### config.mk
export PLATFORM = sky130hd
export DESIGN_NAME = sar_seq
export DESIGN_NICKNAME = d
export VERILOG_FILES = /design/src/core/conv_pkg.sv /design/src/core/pin_sync.sv /design/src/core/sar_seq.sv
export SDC_FILE = /design/constraint.sdc
export NUM_CORES = 1
export LEC_CHECK = 0
export ABC_AREA = 1
export BUFFER_PORTS_ARGS = -buffer_cell sky130_fd_sc_hd__buf_2
export CORE_ASPECT_RATIO = 1.1
export CORE_MARGIN = 10
export CORE_UTILIZATION = 25
export CTS_CLUSTER_DIAMETER = 50
export DETAILED_ROUTE_END_ITERATION = 8
export MAX_ROUTING_LAYER = met4
export PLACE_DENSITY_LB_ADDON = 0.25
export SYNTH_ARGS = -nofsm -noshare
export SYNTH_HDL_FRONTEND = slang
export SYNTH_SLANG_ARGS = --single-unit
export TNS_END_PERCENT = 1
### constraint.sdc
create_clock -name ref_clk -period 2.2 [get_ports ref_clk]
set_input_delay 0.22 -clock ref_clk [delete_from_list [all_inputs] [get_ports ref_clk]]
set_output_delay 0.22 -clock ref_clk [all_outputs]
set_load 0.02 [all_outputs]
### src/core/conv_pkg.sv
// Shared constants and types for the converter sequencer and serial readout
package conv_pkg;
  localparam int          RES_BITS      = 16;
  localparam logic [15:0] ABORT_WORD    = 16'hFF00;
  localparam logic [15:0] RESULT_RST    = 16'h0000;
  localparam int          CLK_MHZ       = 100;
  localparam int          CONV_TIME_NS  = 1100;
  // Longest time rounds down
  localparam int          CONV_CYCLES   = (CONV_TIME_NS * CLK_MHZ) / 1000;
  localparam int          SCLK_MAX_MHZ  = 40;
  localparam int          CNT_W         = 12;
  localparam int          BIT_W         = 5;

  typedef enum logic [2:0] {
    ST_WAIT   = 3'b000,
    ST_NAP    = 3'b001,
    ST_SAMPLE = 3'b010,
    ST_CONV   = 3'b011
  } conv_state_t;

  typedef struct packed {
    logic convert_start_n;
    logic cs_n;
    logic frame_sync;
    logic sclk;
  } host_pins_t;
endpackage

### src/core/pin_sync.sv
// Two-flop synchroniser for a bundle of host pins
`timescale 1ns/1ps
module pin_sync #(
  parameter int           W       = 4,
  parameter logic [W-1:0] RST_VAL = '1
) (
  input  wire logic         ref_clk,
  input  wire logic         sys_rst,
  input  wire logic [W-1:0] din,
  output logic      [W-1:0] dout
);
  logic [W-1:0] meta_r;

  initial if (W < 1) $error("pin_sync width must be positive");

  // First stage feeds only the second stage
  always_ff @(posedge ref_clk or posedge sys_rst)
    if (sys_rst)
    begin
      meta_r <= RST_VAL;
      dout   <= RST_VAL;
    end
    else
    begin
      meta_r <= din;
      dout   <= meta_r;
    end
endmodule

### src/core/sar_seq.sv
// Conversion sequencer and serial result readout of the converter
// Contract
// - Falling qualified start begins conversion
// - Qualified start latches start while selected
// - Start high and selected begins sampling
// - Start present at end: sample immediately
// - No start at end: wait or nap
// - Qualified start low at end: nap
// - Falling qualified start mid-conversion aborts
// - Aborted conversion reads fixed abort word
// - Reads anytime; during conversion, previous result
// - Select framing: MSB at select fall, shift
// - Select re-low restarts frame from MSB
// - Frame-sync framing: MSB at rise, shift
// - Frame sync high at busy fall reloads
// - Frame-sync rise restarts frame from MSB
// - Conversion ends within maximum conversion time
// - Serial clock up to rated frequency
// - Busy high exactly during conversion
// - Results in two's complement
`timescale 1ns/1ps
module sar_seq #(
  parameter int CONV_CYCLES = conv_pkg::CONV_CYCLES
) (
  input  wire logic        ref_clk,
  input  wire logic        sys_rst,
  input  wire logic        convert_start_n,
  input  wire logic        cs_n,
  input  wire logic        frame_sync,
  input  wire logic        sclk,
  input  wire logic [15:0] analog_code,
  output logic             busy,
  output logic             sdo,
  output logic             sdo_oe,
  output logic             nap
);
  initial if (CONV_CYCLES < 2 || CONV_CYCLES >= (1 << conv_pkg::CNT_W))
    $error("CONV_CYCLES out of range");

  conv_pkg::host_pins_t pins_raw;
  conv_pkg::host_pins_t pins_s;
  conv_pkg::host_pins_t pins_d_r;
  conv_pkg::conv_state_t state_r;
  conv_pkg::conv_state_t state_nxt;
  logic                          qual_r;
  logic                          qual_d_r;
  logic [conv_pkg::CNT_W-1:0]    cnt_r;
  logic [15:0]                   result_r;
  logic [15:0]                   shift_r;
  logic [conv_pkg::BIT_W-1:0]    bits_r;
  logic                          armed_r;
  logic                          busy_d_r;
  logic [conv_pkg::CNT_W-1:0]    busy_len_r;

  assign pins_raw = '{convert_start_n: convert_start_n, cs_n: cs_n, frame_sync: frame_sync, sclk: sclk};

  pin_sync #(
    .W      (4),
    .RST_VAL(4'hE)
  ) u_sync (
    .ref_clk(ref_clk),
    .sys_rst(sys_rst),
    .din    (pins_raw),
    .dout   (pins_s)
  );

  wire qual_nxt    = pins_s.cs_n ? qual_r : pins_s.convert_start_n;
  wire qual_fall   = qual_d_r & ~qual_r;
  wire sample_cmd  = pins_s.convert_start_n & ~pins_s.cs_n;
  wire conv_done   = (state_r == conv_pkg::ST_CONV) && (cnt_r == CONV_CYCLES[conv_pkg::CNT_W-1:0] - 12'h001);
  wire busy_fall   = busy_d_r & ~busy;
  wire cs_fall     = pins_d_r.cs_n & ~pins_s.cs_n;
  wire fs_rise     = ~pins_d_r.frame_sync & pins_s.frame_sync;
  wire fs_fall     = pins_d_r.frame_sync & ~pins_s.frame_sync;
  wire sclk_rise   = ~pins_d_r.sclk & pins_s.sclk;
  wire sclk_fall   = pins_d_r.sclk & ~pins_s.sclk;
  wire fs_mode     = ~pins_s.cs_n & ~pins_d_r.cs_n;
  // Select fall always starts a frame; frame sync rise starts one only after select has been low for two samples
  wire frame_start = cs_fall | (fs_mode & fs_rise);
  wire fs_reload   = fs_mode & pins_s.frame_sync & busy_fall;
  wire arm_evt     = sclk_fall & (pins_s.frame_sync ? 1'b1 : ~fs_rise);
  wire shift_evt   = sclk_rise & armed_r & (bits_r != 5'h0F) & ~pins_s.cs_n;

  always_comb
  begin
    state_nxt = state_r;
    case (state_r)
      conv_pkg::ST_WAIT,
      conv_pkg::ST_NAP:
        if (sample_cmd)
          state_nxt = conv_pkg::ST_SAMPLE;
      conv_pkg::ST_SAMPLE:
        if (qual_fall)
          state_nxt = conv_pkg::ST_CONV;
      conv_pkg::ST_CONV:
        if (qual_fall)
          state_nxt = conv_pkg::ST_WAIT;
        else if (conv_done)
        begin
          if (sample_cmd)
            state_nxt = conv_pkg::ST_SAMPLE;
          else if (!qual_r)
            state_nxt = conv_pkg::ST_NAP;
          else
            state_nxt = conv_pkg::ST_WAIT;
        end
      default:
        state_nxt = conv_pkg::ST_WAIT;
    endcase
  end

  always_ff @(posedge ref_clk or posedge sys_rst)
    if (sys_rst)
    begin
      state_r  <= conv_pkg::ST_WAIT;
      qual_r   <= 1'b1;
      qual_d_r <= 1'b1;
      pins_d_r <= 4'hE;
      cnt_r    <= '0;
      busy     <= 1'b0;
      busy_d_r <= 1'b0;
      nap      <= 1'b0;
    end
    else
    begin
      state_r  <= state_nxt;
      qual_r   <= qual_nxt;
      qual_d_r <= qual_r;
      pins_d_r <= pins_s;
      cnt_r    <= (state_nxt == conv_pkg::ST_CONV && state_r == conv_pkg::ST_CONV) ? cnt_r + 12'h001 : '0;
      busy     <= (state_nxt == conv_pkg::ST_CONV);
      busy_d_r <= busy;
      nap      <= (state_nxt == conv_pkg::ST_NAP);
    end

  // Result updates only when busy falls, so a read during conversion sees the old word
  always_ff @(posedge ref_clk or posedge sys_rst)
    if (sys_rst)
      result_r <= conv_pkg::RESULT_RST;
    else if (state_r == conv_pkg::ST_CONV && qual_fall)
      result_r <= conv_pkg::ABORT_WORD;
    else if (conv_done)
      result_r <= analog_code;

  // Readout shift path; each host clock phase must span more than one ref_clk period to be seen
  always_ff @(posedge ref_clk or posedge sys_rst)
    if (sys_rst)
    begin
      shift_r <= '0;
      bits_r  <= '0;
      armed_r <= 1'b0;
      sdo     <= 1'b0;
      sdo_oe  <= 1'b0;
    end
    else
    begin
      sdo_oe <= ~pins_s.cs_n;
      if (frame_start || fs_reload)
      begin
        shift_r <= fs_reload ? analog_code_latched() : result_r;
        sdo     <= fs_reload ? analog_code_latched_msb() : result_r[15];
        bits_r  <= '0;
        armed_r <= 1'b0;
      end
      else
      begin
        if (fs_mode && fs_fall)
          armed_r <= 1'b0;
        else if (arm_evt && !armed_r)
          armed_r <= 1'b1;
        if (shift_evt)
        begin
          shift_r <= {shift_r[14:0], 1'b0};
          sdo     <= shift_r[14];
          bits_r  <= bits_r + 5'h01;
        end
      end
    end

  // Busy length is counted apart from cnt_r so the bound check does not trust the counter it guards
  always_ff @(posedge ref_clk or posedge sys_rst)
    if (sys_rst)
      busy_len_r <= '0;
    else if (busy)
      busy_len_r <= busy_len_r + 12'h001;
    else
      busy_len_r <= '0;

  function automatic logic [15:0] analog_code_latched();
    analog_code_latched = result_r;
  endfunction

  function automatic logic analog_code_latched_msb();
    analog_code_latched_msb = result_r[15];
  endfunction

  busy_len_a: assert property (@(posedge ref_clk) disable iff (sys_rst)
    $rose(busy) |-> busy [*2]) else $error("busy pulse too short");
  conv_bound_a: assert property (@(posedge ref_clk) disable iff (sys_rst)
    (state_r == conv_pkg::ST_CONV) |-> (cnt_r < CONV_CYCLES)) else $error("conversion overran");
  start_conv_a: assert property (@(posedge ref_clk) disable iff (sys_rst)
    (state_r == conv_pkg::ST_SAMPLE && qual_fall) |=> busy) else $error("no conversion on start");
  abort_word_a: assert property (@(posedge ref_clk) disable iff (sys_rst)
    (state_r == conv_pkg::ST_CONV && qual_fall) |=> (result_r == conv_pkg::ABORT_WORD && state_r == conv_pkg::ST_WAIT))
    else $error("abort not handled");
  nap_entry_a: assert property (@(posedge ref_clk) disable iff (sys_rst)
    (conv_done && !qual_fall && !sample_cmd && !qual_r) |=> nap) else $error("nap not entered");
  b2b_sample_a: assert property (@(posedge ref_clk) disable iff (sys_rst)
    (conv_done && !qual_fall && sample_cmd) |=> (state_r == conv_pkg::ST_SAMPLE)) else $error("no back-to-back");
  wake_sample_a: assert property (@(posedge ref_clk) disable iff (sys_rst)
    ((state_r == conv_pkg::ST_WAIT || state_r == conv_pkg::ST_NAP) && sample_cmd) |=> (state_r == conv_pkg::ST_SAMPLE))
    else $error("sampling not started");
  msb_load_a: assert property (@(posedge ref_clk) disable iff (sys_rst)
    frame_start |=> (sdo == $past(result_r[15]) && bits_r == 5'h00)) else $error("frame not restarted at MSB");
  bit_hold_a: assert property (@(posedge ref_clk) disable iff (sys_rst)
    (bits_r == 5'h0F && !frame_start && !fs_reload) |=> $stable(sdo)) else $error("last bit not held");
  qual_hold_a: assert property (@(posedge ref_clk) disable iff (sys_rst)
    pins_s.cs_n |=> $stable(qual_r)) else $error("qualified start moved while deselected");

  // Busy is a registered copy of the conversion state, never a cycle apart
  busy_state_a: assert property (@(posedge ref_clk) disable iff (sys_rst)
    busy == (state_r == conv_pkg::ST_CONV))
    else $error("busy differs from conversion state");

  // Nap output follows the nap state
  nap_state_a: assert property (@(posedge ref_clk) disable iff (sys_rst)
    nap == (state_r == conv_pkg::ST_NAP))
    else $error("nap differs from nap state");

  // End without sample command and with qualified start high goes to wait
  wait_entry_a: assert property (@(posedge ref_clk) disable iff (sys_rst)
    (conv_done && !qual_fall && !sample_cmd && qual_r) |=> (state_r == conv_pkg::ST_WAIT))
    else $error("wait not entered");

  // Conversion never outlasts its budget
  conv_time_a: assert property (@(posedge ref_clk) disable iff (sys_rst)
    busy |-> (busy_len_r < CONV_CYCLES))
    else $error("conversion too long");

  // Readers during a conversion keep seeing the previous word
  result_keep_a: assert property (@(posedge ref_clk) disable iff (sys_rst)
    (busy && !qual_fall && !conv_done) |=> $stable(result_r))
    else $error("result moved during conversion");

  // A finished conversion stores the code unchanged
  result_load_a: assert property (@(posedge ref_clk) disable iff (sys_rst)
    (conv_done && !qual_fall) |=> (result_r == $past(analog_code)))
    else $error("result not stored");

  // Each shift moves exactly one bit
  shift_step_a: assert property (@(posedge ref_clk) disable iff (sys_rst)
    (shift_evt && !frame_start && !fs_reload) |=> (sdo == $past(shift_r[14]) && bits_r == $past(bits_r) + 5'h01))
    else $error("shift step wrong");

  // No shift before the arming clock fall
  arm_gate_a: assert property (@(posedge ref_clk) disable iff (sys_rst)
    (!armed_r && !frame_start && !fs_reload) |=> $stable(bits_r))
    else $error("shift before arming");

  // Never more than sixteen bits per frame
  bit_limit_a: assert property (@(posedge ref_clk) disable iff (sys_rst)
    bits_r <= 5'h0F)
    else $error("bit count overran");

  // Reload at busy fall restarts from the new MSB
  fs_reload_a: assert property (@(posedge ref_clk) disable iff (sys_rst)
    fs_reload |=> (sdo == $past(result_r[15]) && bits_r == 5'h00))
    else $error("reload at busy fall missed");

  // Deselected port stays frozen
  deselect_hold_a: assert property (@(posedge ref_clk) disable iff (sys_rst)
    pins_s.cs_n |=> ($stable(bits_r) && $stable(sdo)))
    else $error("output moved while deselected");

  // Qualified start tracks the pin while selected
  qual_track_a: assert property (@(posedge ref_clk) disable iff (sys_rst)
    !pins_s.cs_n |=> (qual_r == $past(pins_s.convert_start_n)))
    else $error("qualified start not latched");

  // Sampling lasts until a falling qualified start
  sample_hold_a: assert property (@(posedge ref_clk) disable iff (sys_rst)
    (state_r == conv_pkg::ST_SAMPLE && !qual_fall) |=> (state_r == conv_pkg::ST_SAMPLE))
    else $error("sampling left early");

  // Idle states hold until a sample command
  idle_hold_a: assert property (@(posedge ref_clk) disable iff (sys_rst)
    ((state_r == conv_pkg::ST_WAIT || state_r == conv_pkg::ST_NAP) && !sample_cmd) |=> $stable(state_r))
    else $error("idle state left without command");

  // Output driven while selected
  oe_track_a: assert property (@(posedge ref_clk) disable iff (sys_rst)
    !pins_s.cs_n |=> sdo_oe)
    else $error("output not enabled while selected");

  // Only the four coded states are ever reached
  state_legal_a: assert property (@(posedge ref_clk) disable iff (sys_rst)
    !state_r[2])
    else $error("illegal state");
endmodule

==> run summary, run 1 <==
### Outcome
* outcome: complete, no violations

### Setup path
* data arrival time of the worst path: 2.19 ns
* cell chain of the critical path: ha_1 > inv_1 > nor2_1 > ha_1 > nor3_1 > nand3_2 > buf_4 > o21ai_1 > o21ai_0 > o21ai_0
* cell type group with the largest total delay on the critical path: simple AND/OR/NAND/NOR gates
* startpoint type of the worst setup path: flop
* type of the worst setup path: flop to flop
* Bufs and invs on worst path: 2
* worst-path maximum fanout: 9
* crit path capture type: flop
* required time reported for the critical path endpoint: 2.44 ns
* delay of the slowest cell on the worst path: 0.38 ns
* slowest stage cell on the critical path: dfrtp_1

### Power
* proportion of power drawn by the clock network: 0.488
* sw frac: 0.2169
* Peak supply drop: 0.0004172 V
* Int Power: 2424 uW
* Cell Pwr Density: 837.7 nW/um2
* part of the power in combinational logic: 0.060
* share of power burned in registers: 0.452
* leakage power: 0.001712 uW
* power dissipated by switching net loads: 671.2 uW

### Clock network
* clock insertion delay at the later pin of the skew report: 0.32 ns
* Reg clk slew, reported paths: 0.06 ns
* TritonCTS clock tree: done
* Post-CTS Setup Repair Bufs: 0
* # H-tree levels: 3
* Post-CTS Resized: 0
* TritonCTS Buffers: 9
* CTS Root Cell: clkbuf_16
* CTS Buffer Depth: 2
* CTS sink count: 70

### Floorplan
* Die H: 135.1 um
* # IOs: 26
* area of the placeable core: 11,640 um2
* initial core utilization: 0.2585
* Die W: 124.6 um
* die area: 16,840 um2
* number of rows created at floorplan: 41

### Drt
* antenna viol nets, final: 0
* first-pass iteration count of the detailed router: 4
* count of routing violations after the opening detailed-route iteration: 89
* number of vias in the routed layout: 2,183
* number of DRC violations after detailed routing: 0
* sum of routed wire length over all layers: 6.291 mm
* via density per instance: 4.247
* WL per Instance: 12.24 um

### STA
* setup violators final: 0
* upper clock frequency limit: 514.4 MHz
* final period demand of the worst path: 1.944 ns
* pins over their slew limit: 0
* period utilization: 0.8837
* unrepaired setup endpoints after global routing: no
* post-route setup TNS: 0 ns
* final hold violation count: 0
* Fin Clk Skew: 0.005580 ns

### Cells and area
* layout cell share with drive strength beyond 1: 0.2033
* count of antenna diodes in the layout: 0
* number of filler cells placed in the layout: 1,204
* area added between synthesis and finish: 22.73%
* post-layout util: 0.3173
* Final #Nets: 385

### Synth
* post-synthesis register bit count: 70
* simple-gate share of the synthesized area: 0.1879
* synthesized area: 3010 um2
* most used flip-flop cell after synthesis: dfrtp_1
* number of enable-type register cells in the synthesized netlist: 0
* adder-cell area share of the yosys netlist: 0.01663
* Warnings, synthesis: 0
* multiplexer share of the synthesized area: 0
* fraction of the mapped netlist area in compound gates: 0.1247
* synthesized net count: 346
* xor/xnor share of the synthesized area: 0.01164
* Syn Inst Count: 320
* Synth async-reset ratio: 1.000
* dominant combinational cell family by area after synthesis: simple AND/OR/NAND/NOR gates
* number of distinct standard cells referenced by the synthesized netlist: 33
* sequential element share of the synthesized area: 0.5860
* post-synthesis average cell area: 9.407 um2

### Run
* max-cap check violation count: 0

### GRT
* overall fraction of global-route tracks in use: 0.07999
* initial antenna violation count: 0
* routing usage on met1: 0.09390
* global route overflow: 0
* pin count of the biggest net entering global routing: 71
* met3 usage: 0.02428
* GRT met2 Usage: 0.1260
* global-route wire length before repair: 10.90 mm
* Top Usage Layer GRT: met2
* vias in the first global route: 2,357

### Place
* Final GP Congestion: 0.7782
* placed wire-length estimate: 4.277 mm
* number of buffers inserted by port buffering: 25

### Min path
* min-delay worst type: primary input to flop

final timing paths:
path / slack [ns] / startpoint / end / cells past startpoint
max: 0.26 / bits_r[0] / shift_r[6] / 10
min in group asynchronous: 0.50 / sys_rst / nap / 4
max in group asynchronous: 1.35 / sys_rst / qual_d_r / 4
min: 0.17 / analog_code[6] / result_r[6] / 3
min reg2reg: 0.35 / u_sync.meta_r[0] / u_sync.dout[0] / 0
max reg2reg: 0.26 / bits_r[0] / shift_r[6] / 10
final cells by class:
cell class	count	area, um2	share of cell area
flip-flops and latches	70	1764	0.4775
clock inverters	6	86.33	0.02337
repair buffers	37	240.2	0.06502
well taps	150	187.7	0.05080
multi-input cells	199	1030	0.2787
inverters	42	157.7	0.04267
clock buffers	10	229.0	0.06197
power groups by stage:
stage	registers (uW)	logic [uW]	clock network, uW
CTS	1400	190	1560
floorplan	1410	118	0
global placement	1420	180	0
detailed placement	1420	183	0
finish	1400	185	1510
global route	1400	216	1630
worst register-to-register path: stages (launching register included):
cell and delay [ns]:
dfrtp_1 0.38, ha_1 0.21, inv_1 0.07, nor2_1 0.05, ha_1 0.17, nor3_1 0.21, nand3_2 0.23, buf_4 0.23
o21ai_1 0.14, o21ai_0 0.11, o21ai_0 0.08
flip-flops by register name (all words and copies together) (netlist names):
register,cells
busy_d_r,1
cnt_r,12
sdo,1
u_sync.meta_r,4
u_sync.dout,4
pins_d_r,3
qual_d_r,1
state_r,3
sdo_oe,1
shift_r,15
bits_r,5
result_r,16
busy,1
nap,1
armed_r,1
qual_r,1
cells in the mapped netlist (2+ instances only):
master | n | area (um2)
nor2_4 | 2 | 22.52
nand2_4 | 2 | 22.52
inv_1 | 38 | 142.6
dfstp_2 | 10 | 262.8
inv_2 | 3 | 11.26
nand2_2 | 4 | 25.02
buf_2 | 5 | 25.02
o21ai_1 | 5 | 25.02
buf_4 | 3 | 22.52
ha_1 | 4 | 50.05
nand3_2 | 3 | 30.03
nand2_1 | 33 | 123.9
a31oi_1 | 4 | 25.02
nor3_1 | 13 | 65.06
nor3b_1 | 5 | 37.54
xor2_1 | 4 | 35.03
nand3_1 | 11 | 55.05
nor2_1 | 44 | 165.2
a21oi_1 | 19 | 95.09
dfrtp_1 | 60 | 1501
o21ai_0 | 36 | 180.2
placed cells by master, fill, tap and decap left out, types with 6 or more instances in the layout:
cell | netlist | layout
buf_4 | 3 | 6
nor2_1 | 44 | 44
nand2_1 | 33 | 33
clkbuf_16 | 0 | 9
nor3_1 | 13 | 13
dfstp_2 | 10 | 10
o21ai_0 | 36 | 36
nand3_1 | 11 | 11
a21oi_1 | 19 | 19
inv_1 | 38 | 37
dfrtp_1 | 60 | 60
buf_2 | 5 | 25
repair_timing:
action,4_1_cts,5_1_grt
endpoints found under the hold margin,64,0
hold buffers,5,0
endpoints found under the setup margin,0,0
layer usage:
metal,part of all wire,vias to the layer above,wire [um]
li1,-,1113,-
met1,0.48,1027,3027
met2,0.46,30,2921
met3,0.034,13,215
met4,0.020,0,126
met5,0,-,0
metrics by stage:
step	cells	worst slack, ns	total power, uW	cell area (um2)	hold WS (ns)
after floorplan	320	0.2283	1532	3010	0.2245
after global placement	493	0.3271	1599	3329	0.3258
after detailed placement	493	0.2558	1602	3329	0.3264
after CTS	514	0.2387	3144	3695	0.1736
after global routing	514	0.01981	3246	3695	0.1797
final	514	0.2559	3095	3695	0.1744
cell families after synthesis:
logic type,after synthesis
xor gates and xnor gates,4
adders and majority gates,4
buffers and inverters,51
and+or+nand+nor,120
DFF,70
other,1
AOI/OAI and AO/OA,70
No activity file was read; power rests on OpenSTA's default activity.
==> inputs of run 2 (changes only) <==
Settings changed: CTS_BUF_LIST set to sky130_fd_sc_hd__clkbuf_4.
==> run summary, run 2 (synthesis results as in run 1) <==
### Power
* power dissipated by switching net loads: 602.8 uW, -10%
* Peak supply drop: 0.0003789 V, -9.2%
* part of the power in combinational logic: 0.074, +0.014
* Int Power: 1903 uW, -21%
* sw frac: 0.2405, +0.02368
* leakage power: 0.001646 uW, -3.9%
* proportion of power drawn by the clock network: 0.369, -0.119
* share of power burned in registers: 0.557, +0.105
* Cell Pwr Density: 707.8 nW/um2, -16%
* total chip power: 2506 uW, -19%

### GRT
* vias in the first global route: 2,332, -1.1%
* global-route wire length before repair: 10.83 mm, -0.63%
* global route overflow: 0, unchanged
* initial antenna violation count: 0, unchanged
* pin count of the biggest net entering global routing: 71, unchanged
* overall fraction of global-route tracks in use: 0.08005, about the same

### Cells and area
* combined flip-flop and latch cell area: 1764 um2, unchanged
* max FFs per register: 16, unchanged
* fin area: 3541 um2, -4.2%
* post-layout util: 0.3041, -0.01322
* area of combinational cells with multiple inputs: 1030 um2, unchanged
* Final #Nets: 385, unchanged
* area added between synthesis and finish: 17.62%
* number of filler cells placed in the layout: 1,229, +2.1%
* most frequent cells in the layout: dfrtp_1, nor2_1, inv_1
* register bank with the most flops: result_r
* biggest regs: result_r x16, shift_r x15, cnt_r x12
* layout cell share with drive strength beyond 1: 0.2060, +0.002747
* count of antenna diodes in the layout: 0, unchanged
* most common library cell in the layout ignoring fill and taps: dfrtp_1

### STA
* unrepaired setup endpoints after global routing: no
* PnR worst setup slack: 0.2423 ns, -0.01359 ns
* upper clock frequency limit: 510.8 MHz, -0.69%
* setup violators final: 0, unchanged
* Fin Clk Skew: 0.01397 ns, +0.008389 ns
* period utilization: 0.8899, +0.006177
* final period demand of the worst path: 1.958 ns, +0.01359 ns
* pins over their slew limit: 0, unchanged
* final hold violation count: 0, unchanged
* post-route setup TNS: 0 ns, unchanged

### Setup path
* required time reported for the critical path endpoint: 2.53 ns, +0.09 ns
* startpoint type of the worst setup path: flop
* worst r2r src: bits_r[0]
* worst-path maximum fanout: 9, unchanged
* crit path capture type: flop
* delay of the slowest cell on the worst path: 0.40 ns, +0.02 ns
* slowest stage cell on the critical path: dfrtp_1
* cell repeated most along the worst path: o21ai_0
* reg-to-reg critical path endpoint: shift_r[10]
* cell chain of the critical path: ha_1 > inv_1 > nor2_1 > ha_1 > nor3_1 > nand3_2 > buf_4 > o21ai_0 > o21ai_0 > o21ai_0
* worst r2r path cells: 10, unchanged
* type of the worst setup path: flop to flop
* data arrival time of the worst path: 2.28 ns, +0.09 ns
* R2R Setup Slk: 0.24 ns, about the same

### Min path
* instance count along the most critical hold path: 3, unchanged
* sink of the worst hold path: result_r[6]
* launch point of the worst hold path: analog_code[6]
* min-delay worst type: primary input to flop

### Floorplan
* initial core utilization: 0.2585, unchanged
* die area: 16,840 um2, unchanged
* number of rows created at floorplan: 41, unchanged
* Die H: 135.1 um, unchanged
* # IOs: 26, unchanged
* area of the placeable core: 11,640 um2, unchanged
* Die W: 124.6 um, unchanged

### Clock network
* CTS Buffer Depth: 2, unchanged
* Post-CTS Setup Repair Bufs: 0, unchanged
* TritonCTS clock tree: done
* clock insertion delay at the later pin of the skew report: 0.41 ns, +0.09 ns
* CTS Root Cell: clkbuf_4
* # H-tree levels: 3, unchanged
* Reg clk slew, reported paths: 0.12 ns, +0.06 ns
* TritonCTS Buffers: 9, unchanged
* CTS sink count: 70, unchanged

### Place
* placed wire-length estimate: 4.277 mm, unchanged
* number of buffers inserted by port buffering: 25, unchanged
* Final GP Congestion: 0.7782, unchanged
* Setup Slack @ Placement: 0.2558 ns, unchanged
* cell area after placement: 3329 um2, unchanged

### Drt
* via density per instance: 4.261, +0.32%
* count of routing violations after the opening detailed-route iteration: 83, -6.7%
* antenna viol nets, final: 0, unchanged
* number of DRC violations after detailed routing: 0, unchanged
* WL per Instance: 12.25 um, about the same
* first-pass iteration count of the detailed router: 4, unchanged
* sum of routed wire length over all layers: 6.295 mm, about the same
* number of vias in the routed layout: 2,190, +0.32%

### Run
* max-cap check violation count: 0, unchanged

### Outcome
* outcome: complete, no violations

==> run 2: cell count changes in the layout (fill, tap and decap cells not counted) <==
cell       delta
clkbuf_16     -9
clkbuf_1      -1
clkbuf_4     +10
==> run 2: power groups by stage <==
stage	sequential, uW	combinational (uW)	clock [uW]
floorplan	1410	118	0
global placement	1420	180	0
detailed placement	1420	183	0
CTS	1400	190	960
global route	1400	215	1030
finish	1400	185	925
==> run 2: worst max-delay path, delay by kind of cell, from the launching register on <==
family | cells | cell delay, ns
and+or+nand+nor | 3 | 0.49
DFF | 1 | 0.40
adders and majority gates | 2 | 0.38
AOI/OAI and AO/OA | 3 | 0.33
buffers and inverters | 2 | 0.29
==> run 2: how the worst max path moves through the flow <==
stage	from	end	slack (ns)	depth (start not counted)
floorplan	sys_rst	armed_r	0.23	1
global placement	bits_r[0]	shift_r[7]	0.33	10
detailed placement	bits_r[0]	shift_r[6]	0.26	10
CTS	bits_r[0]	shift_r[6]	0.23	10
global route	bits_r[0]	shift_r[10]	0.02	10
finish	bits_r[0]	shift_r[10]	0.24	10
==> run 2: final cells by class <==
| cell class | instances | share of cell area |
|---|---|---|
| clock buffers | 10 | 0.02120 |
| clock inverters | 6 | 0.02438 |
| inverters | 42 | 0.04452 |
| multi-input cells | 199 | 0.2908 |
| flip-flops and latches | 70 | 0.4982 |
| well taps | 150 | 0.05300 |
| repair buffers | 37 | 0.06784 |
==> run 2: layer usage <==
layer / up-vias / share of wire / GRT usage
li1: 1116 / - / -
met3: 9 / 0.037 / 0.02428
met2: 30 / 0.47 / 0.1243
met1: 1035 / 0.48 / 0.09406
met5: - / 0 / -
met4: 0 / 0.016 / 0.03562
==> run 2: repair_timing <==
item / in CTS / in global routing
gates resized for setup: 0 / 0
hold buffers: 5 / 0
endpoints found under the hold margin: 64 / 0
==> run 2: per-stage QoR <==
stage / hold WS, ns / cells
floorplan: 0.2245 / 320
global placement: 0.3258 / 493
detailed placement: 0.3264 / 493
CTS: 0.06319 / 514
global route: 0.04831 / 514
finish: 0.07247 / 514
==> inputs of run 3 (changes only) <==
Settings changed: CORE_UTILIZATION 25 to 61, SYNTH_HIERARCHICAL set to 1.
==> run summary, run 3 <==
### Outcome
* outcome: complete, no violations

### STA
* post-route setup TNS: 0 ns, unchanged
* upper clock frequency limit: 511.7 MHz, +0.17%
* final period demand of the worst path: 1.954 ns, -0.003300 ns
* unrepaired setup endpoints after global routing: no
* period utilization: 0.8884, -0.001500
* setup violators final: 0, unchanged
* Fin Clk Skew: 0.01014 ns, -0.003825 ns
* final hold violation count: 0, unchanged
* pins over their slew limit: 0, unchanged

### Clock network
* clock insertion delay at the later pin of the skew report: 0.41 ns, about the same
* CTS Root Cell: clkbuf_4
* # H-tree levels: 3, unchanged
* Post-CTS Setup Repair Bufs: 0, unchanged
* TritonCTS Buffers: 9, unchanged
* CTS sink count: 70, unchanged
* CTS Buffer Depth: 2, unchanged
* TritonCTS clock tree: done
* Reg clk slew, reported paths: 0.11 ns, about the same

### Synth
* leading cell type by number of instances after synthesis: dfrtp_1
* synthesized area: 3058 um2, +1.6%
* sequential element share of the synthesized area: 0.5769, -0.009112
* synthesized net count: 350, +1.2%
* top cell type's share of synthesized area: 0.4910, -0.007755
* area leader, netlist: dfrtp_1
* Syn Inst Count: 324, +1.3%
* Synth async-reset ratio: 1.000, unchanged
* fraction of the mapped netlist area in compound gates: 0.1309, +0.006245
* adder-cell area share of the yosys netlist: 0.01637, -0.0002585
* number of distinct standard cells referenced by the synthesized netlist: 29, -12%
* most used flip-flop cell after synthesis: dfrtp_1
* post-synthesis average cell area: 9.438 um2, +0.33%
* multiplexer share of the synthesized area: 0, unchanged
* commonest cells in the synthesized netlist: dfrtp_1, nor2_1, inv_1
* Warnings, synthesis: 6, +6
* simple-gate share of the synthesized area: 0.1890, +0.001171
* xor/xnor share of the synthesized area: 0.01432, +0.002683
* post-synthesis register bit count: 70, unchanged
* dominant combinational cell family by area after synthesis: simple AND/OR/NAND/NOR gates
* number of enable-type register cells in the synthesized netlist: 0, unchanged
* top cells by area, synth: dfrtp_1, dfstp_2, nor2_1

### Power
* power dissipated by switching net loads: 580.0 uW, -3.8%
* part of the power in combinational logic: 0.076, +0.002
* sw frac: 0.2329, -0.007679
* total chip power: 2491 uW, -0.61%
* proportion of power drawn by the clock network: 0.364, -0.005
* Int Power: 1911 uW, +0.40%
* leakage power: 0.001647 uW, about the same
* share of power burned in registers: 0.560, +0.003
* Cell Pwr Density: 723.4 nW/um2, +2.2%
* Peak supply drop: 0.0005963 V, +57%

### Drt
* sum of routed wire length over all layers: 5.581 mm, -11%
* number of vias in the routed layout: 2,198, +0.37%
* WL per Instance: 13.32 um, +8.8%
* count of routing violations after the opening detailed-route iteration: 203, +140%
* number of DRC violations after detailed routing: 0, unchanged
* via density per instance: 5.246, +23%
* first-pass iteration count of the detailed router: 4, unchanged
* antenna viol nets, final: 0, unchanged

### Place
* number of buffers inserted by port buffering: 25, unchanged
* Final GP Congestion: 0.8090, +4.0%
* placed wire-length estimate: 3.861 mm, -9.7%
* number of placed instances with taps included: 398, -19%

### Setup path
* Setup crit end: bits_r[3]
* R2R Setup Slk: 0.25 ns, about the same
* type of the worst setup path: flop to flop
* worst-path maximum fanout: 18, +9
* data arrival time of the worst path: 2.26 ns, -0.02 ns
* crit path capture type: flop
* required time reported for the critical path endpoint: 2.51 ns, -0.02 ns
* reg-to-reg critical path endpoint: bits_r[3]
* startpoint type of the worst setup path: flop
* worst r2r path cells: 10, unchanged
* worst r2r src: bits_r[0]
* CP startpoint: bits_r[0]

### Cells and area
* most common library cell in the layout ignoring fill and taps: dfrtp_1
* number of filler cells placed in the layout: 368, -70%
* biggest regs: result_r x16, shift_r x15, cnt_r x12
* post-layout util: 0.7250, +0.4209
* layout cell share with drive strength beyond 1: 0.2066, +0.0005676
* most frequent cells in the layout: dfrtp_1, nor2_1, inv_1
* combined flip-flop and latch cell area: 1764 um2, unchanged
* max FFs per register: 16, unchanged
* count of non-filler cells in the finished layout: 419, -18%
* area of combinational cells with multiple inputs: 1081 um2, +5.0%
* Final #Nets: 384, -0.26%
* register bank with the most flops: result_r
* area added between synthesis and finish: 12.60%
* count of antenna diodes in the layout: 0, unchanged

### Floorplan
* # IOs: 26, unchanged
* number of rows created at floorplan: 26, -37%
* Die W: 87.51 um, -30%
* initial core utilization: 0.6438, +0.3853
* Die H: 94.26 um, -30%
* die area: 8248 um2, -51%
* area of the placeable core: 4750 um2, -59%

### GRT
* initial antenna violation count: 0, unchanged
* vias in the first global route: 2,185, -6.3%
* global-route wire length before repair: 9.867 mm, -8.9%
* overall fraction of global-route tracks in use: 0.1547, +0.07465
* global route overflow: 0, unchanged
* pin count of the biggest net entering global routing: 63, -11%

### Run
* max-cap check violation count: 0, unchanged

### Min path
* min-delay worst type: primary input to flop
* instance count along the most critical hold path: 3, unchanged

-- run 3: changes by cell type after synthesis, moves of 2 or more --
cell and change:
inv_2 +3, nor2_4 -2, o21ai_1 +26, nor2_1 -2, nand2_1 -4, o21ai_0 -14, nor3b_2 +3, nor3b_1 -5
nor2_8 +2
-- run 3: timing repair --
item                                    CTS  global route
hold buffers                              5             0
hold endpoints to repair                 70             0
resized for setup                         0             1
endpoints found under the setup margin    0             1
-- run 3: logic make-up after synthesis --
kind of cell | Yosys count
other | 1
adder cells (fa/ha/maj) | 4
flip-flops | 70
buffers and inverters | 54
AO/OA/AOI/OAI | 78
AND/OR/NAND/NOR | 112
XOR/XNOR | 5
-- run 3: critical path, stage by stage, from the launching register on --
cell     delay [ns]
dfrtp_1        0.40
ha_1           0.21
inv_1          0.07
nor3_1         0.05
ha_1           0.18
nor3b_2        0.18
nand3_2        0.30
inv_2          0.22
nand2_1        0.09
o21ai_1        0.12
a21oi_1        0.05
-- run 3: per-layer routing --
layer,part of all wire,global-route usage
met5,0,-
met4,0.018,0.08511
met3,0.032,0.02951
met2,0.50,0.2373
met1,0.45,0.1871
-- run 3: per-stage QoR --
stage	hold WS [ns]	setup slack [ns]	instance area, um2
after floorplan	0.03136	0.4452	3058
after global routing	0.06891	0.04400	3443
after detailed placement	0.1871	0.2342	3232
final	0.06636	0.2456	3443
after CTS	0.05110	0.2098	3438
after global placement	0.1770	0.2778	3232
-- run 3: area by class of cell --
cell class	instances	share of cell area
multi-input cells	200	0.3140
flip-flops and latches	70	0.5124
well taps	56	0.02035
clock buffers	11	0.02398
inverters	45	0.04906
clock inverters	5	0.02144
repair buffers	32	0.05887
-- run 3: worst min path at each step --
stage                             endpoint  slack [ns]            start
final                         result_r[13]        0.07  analog_code[13]
after CTS                      result_r[2]        0.05   analog_code[2]
after floorplan             u_sync/dout[0]        0.03          sys_rst
after detailed placement    u_sync/dout[0]        0.19          sys_rst
after global placement    u_sync/meta_r[0]        0.18          sys_rst
after global routing           result_r[2]        0.07   analog_code[2]
-- run 3: power by group through the flow --
stage               logic (uW)  registers (uW)  clock network (uW)
floorplan                  124            1420                   0
global placement           176            1420                   0
detailed placement         180            1420                   0
CTS                        189            1400                 924
global route               219            1410                 977
finish                     189            1400                 906
